<file path="config.mk">
export PLATFORM = sky130hd
export DESIGN_NAME = pclp_core
export DESIGN_NICKNAME = d
export VERILOG_FILES = /design/src/design/pclp_pkg.sv /design/src/design/pclp_pin_filter.sv /design/src/design/pclp_core.sv
export VERILOG_INCLUDE_DIRS = /design/src /design/src/design
export SDC_FILE = /design/constraint.sdc
export NUM_CORES = 2
export LEC_CHECK = 0
export BUFFER_PORTS_ARGS = -buffer_cell sky130_fd_sc_hd__buf_4
export CAP_MARGIN = 40
export CORE_MARGIN = 8
export CORE_UTILIZATION = 45
export CTS_CLUSTER_DIAMETER = 150
export CTS_CLUSTER_SIZE = 12
export DETAILED_ROUTE_END_ITERATION = 8
export GPL_TIMING_DRIVEN = 0
export MAX_ROUTING_LAYER = met4
export SLEW_MARGIN = 10
export SYNTH_ARGS = -nofsm -noshare
export SYNTH_HDL_FRONTEND = slang
export SYNTH_HIERARCHICAL = 1
export SYNTH_SLANG_ARGS = --single-unit
</file>
<file path="constraint.sdc">
create_clock -name clk_sys -period 8.7 [get_ports clk_sys]
set_clock_uncertainty 0.05 [all_clocks]
set_input_delay 1.74 -clock clk_sys [delete_from_list [all_inputs] [get_ports clk_sys]]
set_output_delay 1.74 -clock clk_sys [all_outputs]
set_load 0.005 [all_outputs]
</file>
<file path="src/design/pclp_params.svh">
`ifndef PCLP_PARAMS_SVH
`define PCLP_PARAMS_SVH
// Functional notes
// RQ1 - Format 0 pulse+dir, 1 fwd/rev pulses, 2/3/4 quadrature x1/x2/x4
// RQ2 - Formats 5 to 9 repeat formats 0 to 4 with inverted inputs
// RQ3 - Clear input: 0 high, 1 rising, 2 low, 3 falling edge
// RQ4 - Alarm option: 0 alarm or servo off, 1 keep, 2 alarm only
// RQ5 - Input filter: 0 line driver 500 kpps, 1 open collector 200 kpps
// RQ6 - Divided encoder output, 16 to 16384 pulses per revolution, default 1000
// RQ7 - Gear numerator and denominator 1 to 65535, defaults 4 and 1
// RQ8 - First-order command smoothing, 0.01 ms steps up to 6400, zero bypasses
// RQ9 - Gain change follows condition after 1 to 10000 ms, default 100
// RQ10 - Gain switch deviation threshold 1 to 250 command units, default 7 (the code compares it directly with the gear-scaled deviation count)
// RQ11 - Setup word resets to 1011 hex
// RQ12 - Deviation adds scaled command, subtracts feedback, holds until cleared

// ****************************************
// Register offsets
// ****************************************
`define PCLP_OFS_GSD 12'h000
`define PCLP_OFS_GSW 12'h004
`define PCLP_OFS_ISP 12'h008
`define PCLP_OFS_EOD 12'h00C
`define PCLP_OFS_GNUM 12'h010
`define PCLP_OFS_GDEN 12'h014
`define PCLP_OFS_CST 12'h018
`define PCLP_OFS_DEV 12'h01C
`define PCLP_OFS_FPOS 12'h020
`define PCLP_OFS_CTRL 12'h024

// ****************************************
// Reset values and ranges
// ****************************************
`define PCLP_RST_GSD 16'h0064
`define PCLP_RST_GSW 16'h0007
`define PCLP_RST_ISP 16'h1011
`define PCLP_RST_EOD 16'h03E8
`define PCLP_RST_GNUM 16'h0004
`define PCLP_RST_GDEN 16'h0001
`define PCLP_RST_CST 16'h0000
`define PCLP_MAX_GSD 16'h2710
`define PCLP_MAX_GSW 16'h00FA
`define PCLP_MIN_EOD 16'h0010
`define PCLP_MAX_EOD 16'h4000
`define PCLP_MAX_CST 16'h1900

// ****************************************
// Field positions
// ****************************************
`define PCLP_ISP_FMT 3:0
`define PCLP_ISP_CLR 5:4
`define PCLP_ISP_ALM 9:8
`define PCLP_ISP_OC 12

// ****************************************
// Timing
// ****************************************
`define PCLP_CLK_MHZ 100
`define PCLP_SMOOTH_NS 10000
`define PCLP_SMOOTH_CYC (`PCLP_SMOOTH_NS * `PCLP_CLK_MHZ / 1000)
`define PCLP_MS_NS 1000000
`define PCLP_MS_CYC (`PCLP_MS_NS * `PCLP_CLK_MHZ / 1000)
`define PCLP_FILT_LD_NS 200
`define PCLP_FILT_OC_NS 500
`define PCLP_FILT_LD_CYC ((`PCLP_FILT_LD_NS * `PCLP_CLK_MHZ + 999) / 1000)
`define PCLP_FILT_OC_CYC ((`PCLP_FILT_OC_NS * `PCLP_CLK_MHZ + 999) / 1000)
`define PCLP_ENC_COUNTS 32768
`endif

</file>
<file path="src/design/pclp_pkg.sv">
package pclp_pkg;
    typedef struct packed {
        logic psel;
        logic penable;
        logic pwrite;
        logic [11:0] paddr;
        logic [31:0] pwdata;
    } pclp_apb_req_t;

    typedef struct packed {
        logic pready;
        logic pslverr;
        logic [31:0] prdata;
    } pclp_apb_rsp_t;

    typedef struct packed {
        logic servo_on;
        logic alarm;
        logic enc_b;
        logic enc_a;
        logic clr;
        logic cmd_b;
        logic cmd_a;
    } pclp_pins_t;

    typedef struct packed {
        logic [15:0] gsd;
        logic [15:0] gsw;
        logic [15:0] isp;
        logic [15:0] eod;
        logic [15:0] gnum;
        logic [15:0] gden;
        logic [15:0] cst;
        logic ctrl;
    } pclp_regs_t;

    typedef struct packed {
        pclp_apb_rsp_t rsp;
        pclp_regs_t regs;
        logic a_prev;
        logic b_prev;
        logic clr_prev;
        logic ea_prev;
        logic eb_prev;
        logic signed [25:0] gear_acc;
        logic signed [31:0] cmd_pos;
        logic signed [31:0] filt_pos;
        logic signed [31:0] sm_acc;
        logic [9:0] tick_cnt;
        logic signed [31:0] dev;
        logic signed [19:0] div_acc;
        logic [1:0] div_q;
        logic div_a;
        logic div_b;
        logic [16:0] ms_cnt;
        logic [13:0] gs_cnt;
        logic gain_alt;
    } pclp_state_t;
endpackage

</file>
<file path="src/design/pclp_pin_filter.sv">
`timescale 1ns/1ns
`include "pclp_params.svh"
module pclp_pin_filter #(
    parameter int N = 7,
    parameter int CW = 6
) (
    input logic clk_sys,
    input logic reset,
    input logic [N-1:0] pin_raw,
    input logic [N-1:0] long_sel,
    output logic [N-1:0] pin_clean
);
    typedef struct packed {
        logic [N-1:0] s1;
        logic [N-1:0] s2;
        logic [N-1:0] q;
        logic [N-1:0][CW-1:0] cnt;
    } pclp_filt_t;

    pclp_filt_t st;
    pclp_filt_t nx;
    logic [CW-1:0] lim;

    // ****************************************
    // Synchroniser and stability filter
    // ****************************************
    always_comb begin
        nx = st;
        lim = '0;
        nx.s1 = pin_raw;
        nx.s2 = st.s1;
        for (int i = 0; i < N; i++) begin
            lim = long_sel[i] ? CW'(`PCLP_FILT_OC_CYC) : CW'(`PCLP_FILT_LD_CYC); // see RQ5
            if (st.s2[i] == st.q[i]) begin
                nx.cnt[i] = '0;
            end else if (st.cnt[i] >= lim - CW'(1)) begin
                nx.q[i] = st.s2[i];
                nx.cnt[i] = '0;
            end else begin
                nx.cnt[i] = st.cnt[i] + CW'(1);
            end
        end
    end

    always_ff @(posedge clk_sys) begin
        if (reset) begin
            st <= '0;
        end else begin
            st <= nx;
        end
    end

    assign pin_clean = st.q;
endmodule // pclp_pin_filter

</file>
<file path="src/design/pclp_core.sv">
// The implementer's own choices: the APB interface to the registers and the address map.
`timescale 1ns/1ns
`include "pclp_params.svh"
module pclp_core #(
    parameter int MS_CYCLES = `PCLP_MS_CYC,
    parameter int ENC_COUNTS = `PCLP_ENC_COUNTS
) (
    input logic clk_sys,
    input logic reset,
    input pclp_pkg::pclp_apb_req_t apb_req,
    output pclp_pkg::pclp_apb_rsp_t apb_rsp,
    input logic cmd_a,
    input logic cmd_b,
    input logic dev_clear_in,
    input logic enc_a,
    input logic enc_b,
    input logic alarm_in,
    input logic servo_on_in,
    output logic div_a,
    output logic div_b,
    output logic gain_alt
);
    import pclp_pkg::*;

    pclp_state_t st;
    pclp_state_t nx;
    pclp_pins_t pins;
    logic [6:0] pins_vec;
    logic [3:0] fmt;
    logic [3:0] base;
    logic inv;
    logic al;
    logic bl;
    logic pal;
    logic pbl;
    logic a_rise;
    logic b_rise;
    logic cup;
    logic cdn;
    logic gup;
    logic gdn;
    logic fup;
    logic fdn;
    logic eup;
    logic edn;
    logic dup;
    logic ddn;
    logic tick;
    logic ms_tick;
    logic dclr;
    logic gs_cond;
    logic acc;
    logic wr_now;
    logic wok;
    logic map;
    logic [31:0] rd;
    logic [1:0] clr_mode;
    logic [1:0] alm_mode;
    logic signed [25:0] gnum_s;
    logic signed [25:0] gden_s;
    logic signed [31:0] cst_s;
    logic signed [31:0] mag;
    logic signed [19:0] eod4;
    logic signed [19:0] cpr;

    // ****************************************
    // Pin conditioning
    // ****************************************
    pclp_pin_filter #(.N(7), .CW(6)) u_filter (
        .clk_sys(clk_sys),
        .reset(reset),
        .pin_raw({servo_on_in, alarm_in, enc_b, enc_a, dev_clear_in, cmd_b, cmd_a}),
        .long_sel({4'h0, {3{st.regs.isp[`PCLP_ISP_OC]}}}),
        .pin_clean(pins_vec)
    );
    assign pins = pclp_pins_t'(pins_vec);

    // ****************************************
    // Next state
    // ****************************************
    always_comb begin
        nx = st;
        fmt = st.regs.isp[`PCLP_ISP_FMT];
        clr_mode = st.regs.isp[`PCLP_ISP_CLR];
        alm_mode = st.regs.isp[`PCLP_ISP_ALM];
        inv = (fmt >= 4'h5) && (fmt <= 4'h9); // see RQ2
        base = inv ? fmt - 4'h5 : fmt;
        al = pins.cmd_a ^ inv;
        bl = pins.cmd_b ^ inv;
        pal = st.a_prev ^ inv;
        pbl = st.b_prev ^ inv;
        a_rise = al & ~pal;
        b_rise = bl & ~pbl;
        cup = 1'b0;
        cdn = 1'b0;
        // Command decode
        case (base)
            4'h0: begin
                cup = a_rise & ~bl; // see RQ1
                cdn = a_rise & bl;
            end
            4'h1: begin
                cup = a_rise & ~b_rise; // see RQ1
                cdn = b_rise & ~a_rise;
            end
            4'h2: begin
                cup = a_rise & ~bl; // see RQ1
                cdn = a_rise & bl;
            end
            4'h3: begin
                cup = (al ^ pal) & (al ^ bl); // see RQ1
                cdn = (al ^ pal) & ~(al ^ bl);
            end
            4'h4: begin
                cup = ((al ^ pal) ^ (bl ^ pbl)) & (al ^ pbl); // see RQ1
                cdn = ((al ^ pal) ^ (bl ^ pbl)) & ~(al ^ pbl);
            end
            default: begin
                cup = 1'b0;
                cdn = 1'b0;
            end
        endcase
        nx.a_prev = pins.cmd_a;
        nx.b_prev = pins.cmd_b;
        nx.clr_prev = pins.clr;
        nx.ea_prev = pins.enc_a;
        nx.eb_prev = pins.enc_b;

        // Gear scaling
        gnum_s = $signed({10'h000, st.regs.gnum});
        gden_s = $signed({10'h000, st.regs.gden});
        gup = st.gear_acc >= gden_s; // see RQ7
        gdn = !gup && (st.gear_acc <= -gden_s);
        nx.gear_acc = st.gear_acc - (gup ? gden_s : gdn ? -gden_s : 26'sh0)
            + (cup ? gnum_s : cdn ? -gnum_s : 26'sh0);
        nx.cmd_pos = st.cmd_pos + (gup ? 32'sh1 : 32'sh0) - (gdn ? 32'sh1 : 32'sh0);

        // Command smoothing
        tick = st.tick_cnt == 10'(`PCLP_SMOOTH_CYC - 1);
        nx.tick_cnt = tick ? 10'h000 : st.tick_cnt + 10'h001;
        cst_s = $signed({16'h0000, st.regs.cst});
        if (st.regs.cst == 16'h0000) begin
            fup = gup; // see RQ8
            fdn = gdn;
            nx.sm_acc = 32'sh0;
            nx.filt_pos = nx.cmd_pos;
        end else begin
            fup = st.sm_acc >= cst_s; // see RQ8
            fdn = !fup && (st.sm_acc <= -cst_s);
            nx.sm_acc = st.sm_acc - (fup ? cst_s : fdn ? -cst_s : 32'sh0)
                + (tick ? st.cmd_pos - st.filt_pos : 32'sh0);
            nx.filt_pos = st.filt_pos + (fup ? 32'sh1 : 32'sh0) - (fdn ? 32'sh1 : 32'sh0);
        end

        // Feedback decode
        eup = ((pins.enc_a ^ st.ea_prev) ^ (pins.enc_b ^ st.eb_prev))
            & (pins.enc_a ^ st.eb_prev);
        edn = ((pins.enc_a ^ st.ea_prev) ^ (pins.enc_b ^ st.eb_prev))
            & ~(pins.enc_a ^ st.eb_prev);

        // Deviation clear sources
        case (clr_mode)
            2'h0: dclr = pins.clr; // see RQ3
            2'h1: dclr = pins.clr & ~st.clr_prev;
            2'h2: dclr = ~pins.clr;
            default: dclr = ~pins.clr & st.clr_prev;
        endcase
        case (alm_mode)
            2'h0: dclr = dclr | pins.alarm | ~pins.servo_on; // see RQ4
            2'h2: dclr = dclr | pins.alarm;
            default: dclr = dclr;
        endcase

        // Deviation count
        nx.dev = st.dev + (fup ? 32'sh1 : 32'sh0) - (fdn ? 32'sh1 : 32'sh0)
            - (eup ? 32'sh1 : 32'sh0) + (edn ? 32'sh1 : 32'sh0); // see RQ12
        if (dclr) begin
            nx.dev = 32'sh0; // see RQ3
            nx.gear_acc = 26'sh0;
        end

        // Divided encoder output
        eod4 = $signed({2'b00, st.regs.eod, 2'b00});
        cpr = 20'(ENC_COUNTS);
        dup = st.div_acc >= cpr; // see RQ6
        ddn = !dup && (st.div_acc <= -cpr);
        nx.div_acc = st.div_acc - (dup ? cpr : ddn ? -cpr : 20'sh0)
            + (eup ? eod4 : edn ? -eod4 : 20'sh0);
        nx.div_q = st.div_q + (dup ? 2'h1 : 2'h0) - (ddn ? 2'h1 : 2'h0);
        nx.div_a = nx.div_q[0] ^ nx.div_q[1];
        nx.div_b = nx.div_q[1];

        // Automatic gain switch
        mag = st.dev < 0 ? -st.dev : st.dev;
        gs_cond = st.regs.ctrl && (mag <= $signed({16'h0000, st.regs.gsw})); // see RQ10
        ms_tick = {15'h0000, st.ms_cnt} == 32'(MS_CYCLES - 1);
        nx.ms_cnt = ms_tick ? 17'h00000 : st.ms_cnt + 17'h00001;
        if (gs_cond == st.gain_alt) begin
            nx.gs_cnt = 14'h0000;
        end else if (ms_tick) begin
            if ({2'h0, st.gs_cnt} + 16'h0001 >= st.regs.gsd) begin
                nx.gain_alt = gs_cond; // see RQ9
                nx.gs_cnt = 14'h0000;
            end else begin
                nx.gs_cnt = st.gs_cnt + 14'h0001;
            end
        end

        // Register access
        acc = apb_req.psel & apb_req.penable;
        wr_now = acc & st.rsp.pready & apb_req.pwrite & ~st.rsp.pslverr;
        nx.rsp.pready = acc & ~st.rsp.pready;
        rd = 32'h00000000;
        wok = 1'b0;
        map = 1'b1;
        case (apb_req.paddr)
            `PCLP_OFS_GSD: begin
                rd = {16'h0000, st.regs.gsd};
                wok = apb_req.pwdata[15:0] != 16'h0000 && apb_req.pwdata[15:0] <= `PCLP_MAX_GSD;
                if (wr_now) nx.regs.gsd = apb_req.pwdata[15:0];
            end
            `PCLP_OFS_GSW: begin
                rd = {16'h0000, st.regs.gsw};
                wok = apb_req.pwdata[15:0] != 16'h0000 && apb_req.pwdata[15:0] <= `PCLP_MAX_GSW;
                if (wr_now) nx.regs.gsw = apb_req.pwdata[15:0];
            end
            `PCLP_OFS_ISP: begin
                rd = {16'h0000, st.regs.isp};
                wok = 1'b1;
                if (wr_now) nx.regs.isp = apb_req.pwdata[15:0];
            end
            `PCLP_OFS_EOD: begin
                rd = {16'h0000, st.regs.eod};
                wok = apb_req.pwdata[15:0] >= `PCLP_MIN_EOD && apb_req.pwdata[15:0] <= `PCLP_MAX_EOD;
                if (wr_now) nx.regs.eod = apb_req.pwdata[15:0];
            end
            `PCLP_OFS_GNUM: begin
                rd = {16'h0000, st.regs.gnum};
                wok = apb_req.pwdata[15:0] != 16'h0000;
                if (wr_now) nx.regs.gnum = apb_req.pwdata[15:0];
            end
            `PCLP_OFS_GDEN: begin
                rd = {16'h0000, st.regs.gden};
                wok = apb_req.pwdata[15:0] != 16'h0000;
                if (wr_now) nx.regs.gden = apb_req.pwdata[15:0];
            end
            `PCLP_OFS_CST: begin
                rd = {16'h0000, st.regs.cst};
                wok = apb_req.pwdata[15:0] <= `PCLP_MAX_CST;
                if (wr_now) nx.regs.cst = apb_req.pwdata[15:0];
            end
            `PCLP_OFS_DEV: rd = st.dev;
            `PCLP_OFS_FPOS: rd = st.filt_pos;
            `PCLP_OFS_CTRL: begin
                rd = {30'h00000000, st.gain_alt, st.regs.ctrl};
                wok = 1'b1;
                if (wr_now) nx.regs.ctrl = apb_req.pwdata[0];
            end
            default: map = 1'b0;
        endcase
        if (acc & ~st.rsp.pready) begin
            nx.rsp.prdata = rd;
            nx.rsp.pslverr = ~map | (apb_req.pwrite & ~wok);
        end
    end

    always_ff @(posedge clk_sys) begin
        if (reset) begin
            st <= '0;
            st.regs.gsd <= `PCLP_RST_GSD;
            st.regs.gsw <= `PCLP_RST_GSW;
            st.regs.isp <= `PCLP_RST_ISP; // see RQ11
            st.regs.eod <= `PCLP_RST_EOD;
            st.regs.gnum <= `PCLP_RST_GNUM;
            st.regs.gden <= `PCLP_RST_GDEN;
            st.regs.cst <= `PCLP_RST_CST;
        end else begin
            st <= nx;
        end
    end

    assign apb_rsp = st.rsp;
    assign div_a = st.div_a;
    assign div_b = st.div_b;
    assign gain_alt = st.gain_alt;
endmodule // pclp_core

</file>
==> results.py <==
metrics = {
    "floorplan": {
        "dieArea_sq_mm": 0.08646,
        "dieHeight_microns": 294.0,
        "coreArea_sq_mm": 0.07696,
        "ios": 93,
        "rows": 102,
        "start_util_pct": 45.20,
        "die_w_microns": 294.0,
    },
    "synthesis": {
        "ys_seq_elements": 432,
        "yosysWarnings": 6,
        "synth_edf_count": 0,
        "ys_seq_area_share_pct": 24.86,
        "synthCells": 4457,
        "synth_flop_cell": "dfxtp_1",
        "synth_cell_types": 102,
        "async_flop_share_pct": 0,
        "netlist_area_sq_mm": 0.03479,
        "syn_area_per_cell_sq_um": 7.805,
    },
    "global_routing": {
        "track_usage_pct": 25.84,
        "grt_pass1_wl_microns": 172200,
        "grt_max_degree": 21,
        "grt_pass1_vias": 29737,
        "grt_antenna_before_repair": 2,
        "grt_overflow": 0,
    },
    "clocking": {
        "htree_levels": 2,
        "clkLatencyLatePin_ns": 0.61,
        "clk_pin_slew_worst_paths_ns": 0.07,
        "cts.path.max_buffers": 3,
        "holdBufCountCts": 0,
        "cts_root_buf": "clkbuf_16",
        "cts-buffers-inserted": 41,
        "cts_tree": "built",
        "cts_sinks": 432,
    },
    "power": {
        "leakage_nw": 15.78,
        "powerDensity_mw_per_mm2": 176.5,
        "vdd_drop_max_mv": 0.1601,
    },
    "worst_setup_path": {
        "cp-end-kind": "flip-flop",
        "cp.arrival_ns": 8.87,
        "max_stage_delay_ns": 0.54,
        "crit_type": "flip-flop to flip-flop",
        "required_ns": 9.12,
        "cpMaxStageDelayCell": "fa_1",
        "startpoint_type": "flip-flop",
        "crit_fanout": 10,
    },
    "route": {
        "wl_per_cell_microns": 19.95,
        "dr_total_vias": 31984,
        "vias_per_cell": 5.686,
        "firstDrtPassIters": 6,
        "drc_errors": 0,
        "wirelength_microns": 112200,
        "drt_iter0_drc": 2776,
        "antenna_left": 0,
    },
    "outcome": {
        "status": "completed",
    },
    "timing": {
        "period_minus_slack_ns": 8.449,
        "holdWs_ns": 0.3899,
        "setup_viol_count_final": 0,
        "tightestPinTransition_ns": 0.9996,
        "finalMaxSlewViolations": 0,
        "hold_viol_final": 0,
        "finalCritPeriodShare_pct": 97.12,
        "maxClockFrequency_mhz": 118.4,
        "relSlewSlack_pct": 33.36,
    },
    "placement": {
        "dp_hpwl_microns": 89390,
        "postPlaceCellArea_sq_mm": 0.03676,
        "place_congestion": 0.9851,
        "io_buffers": 60,
    },
    "finish": {
        "nFillCells": 7713,
        "final_cell_area_sq_mm": 0.03801,
        "finalNetCount": 5098,
        "post-route-util_pct": 49.39,
        "drive_gt1_share_pct": 6.283,
        "area_delta_synth_final_pct": 9.255,
    },
    "job": {
        "drv_cap": 0,
    },
    "worst_hold_path": {
        "hold_path.class": "flip-flop to flip-flop",
    },
}
sequential cells by signal, summed over array words and instances (netlist names), 7 cells and up:
register	count
eod4	16
cst_s	16
u_filter/nx	7
u_filter/st	49
gnum_s	16
st	261
gden_s	16
apb_rsp	34
u_filter/pin_clean	7
Yosys cell counts (49+ instances only):
master    number  area, sq um
nand2b_1      54        337.8
nor2b_1       75        469.2
nand4_1       49        306.5
ha_1         392         4905
xor2_1       117         1025
nor3_1       129        645.6
dfxtp_1      432         8648
xnor2_1      160         1401
or3_1         54        337.8
a21o_1       118        885.9
inv_1        432         1622
fa_1          67         1341
nand3_1      116        580.6
nand2_1      447         1678
clkbuf_1     148        555.5
o21ai_0      150        750.7
a22oi_1       73        548.0
nor2_1       403         1513
a21oi_1      348         1742
per-layer routing:
layer	global-route usage (%)	wire (microns)	up-vias
met1	35.28	51640	15156
met4	7.253	3323	0
met5	-	0	-
met2	40.20	49450	985
li1	-	-	15688
met3	2.994	7816	155
cell usage in the layout, fill, tap and decap left out, types with 24 or more instances in the layout:
master       n
nand2_1    447
dfxtp_1    432
inv_1      430
nor2_1     401
ha_1       391
a21oi_1    348
xnor2_1    160
o21ai_0    149
clkbuf_1   143
nor3_1     123
a21o_1     118
xor2_1     117
nand3_1    116
buf_4      109
nor2b_1     75
a22oi_1     73
fa_1        67
or3_1       54
nand2b_1    54
nand4_1     49
o21a_1      42
a211oi_1    42
and3_1      41
clkbuf_16   41
nor4_1      37
a22o_1      29
mux2i_1     26
a31oi_1     24
o21bai_1    24
nand3b_1    24
layout make-up:
| cell class | count | area (sq um) | area share, % |
|---|---|---|---|
| diodes | 1 | 2.502 | 0.006584 |
| plain buffers | 208 | 988.4 | 2.601 |
| clock buffers | 41 | 1026 | 2.699 |
| clock inverters | 3 | 62.56 | 0.1646 |
| inverters | 437 | 1645 | 4.329 |
| multi-input cells | 3384 | 23690 | 62.33 |
| flip-flops and latches | 432 | 8648 | 22.75 |
| well taps | 1040 | 1301 | 3.424 |
| repair buffers | 79 | 644.4 | 1.695 |
power by group:
part           switching, mW  leakage, nW  internal, mW
logic                   1.64         11.8          1.19
clock network          0.827        0.530         0.843
registers              0.116         3.50          2.10
total                   2.58         15.8          4.13
final timing paths:
| path | startpoint | endpoint | slack (ns) | cells past startpoint |
|---|---|---|---|---|
| worst max register to register | cst_s[0]$_SDFFE_PP0P_ | st[85]$_SDFF_PP0_ | 0.25 | 36 |
| worst min register to register | u_filter/nx[51]$_SDFF_PP0_ | u_filter/st[51]$_SDFF_PP0_ | 0.39 | 1 |
| worst min-delay path | u_filter/nx[51]$_SDFF_PP0_ | u_filter/st[51]$_SDFF_PP0_ | 0.39 | 1 |
| worst max-delay path | cst_s[0]$_SDFFE_PP0P_ | st[85]$_SDFF_PP0_ | 0.25 | 36 |
through the flow:
step | cells | TNS, ns | power, mW | setup slack (ns)
4_1_cts | 5623 | 0 | 6.713 | 0.004622
5_1_grt | 5625 | -0.03845 | 7.140 | -0.02707
3_3_place_gp | 5564 | -10.45 | 5.023 | -1.023
3_5_place_dp | 5580 | -2.739 | 5.030 | -0.4416
2_1_floorplan | 4464 | 0 | 4.361 | 0.7818
6_report | 5625 | 0 | 6.709 | 0.2506
worst max-delay path: cells and delay by family (launching register included):
family	cells	cell delay, ns
AOI/OAI and AO/OA	10	2.62
adders and majority gates	6	1.79
buffers and inverters	7	0.92
DFF	1	0.41
muxes	1	0.24
and+or+nand+nor	12	2.32
logic make-up after synthesis:
logic type	count (synthesis)	synth area share [%]
AO/OA/AOI/OAI	1060	20.19
XOR/XNOR	277	6.974
adder cells (fa/ha/maj)	459	17.95
buffers and inverters	648	7.571
flip-flops	432	24.86
multiplexers	28	0.8129
other	1	0.01078
AND/OR/NAND/NOR	1552	21.63
timing repair:
action                                  in CTS  in global routing
gates resized for setup                     10                 28
buffers inserted                             1                  2
pin swaps                                    2                  2
endpoints found under the hold margin        0                  0
endpoints found under the setup margin      11                 19
Note: power is estimated with default switching activity, not from simulation.
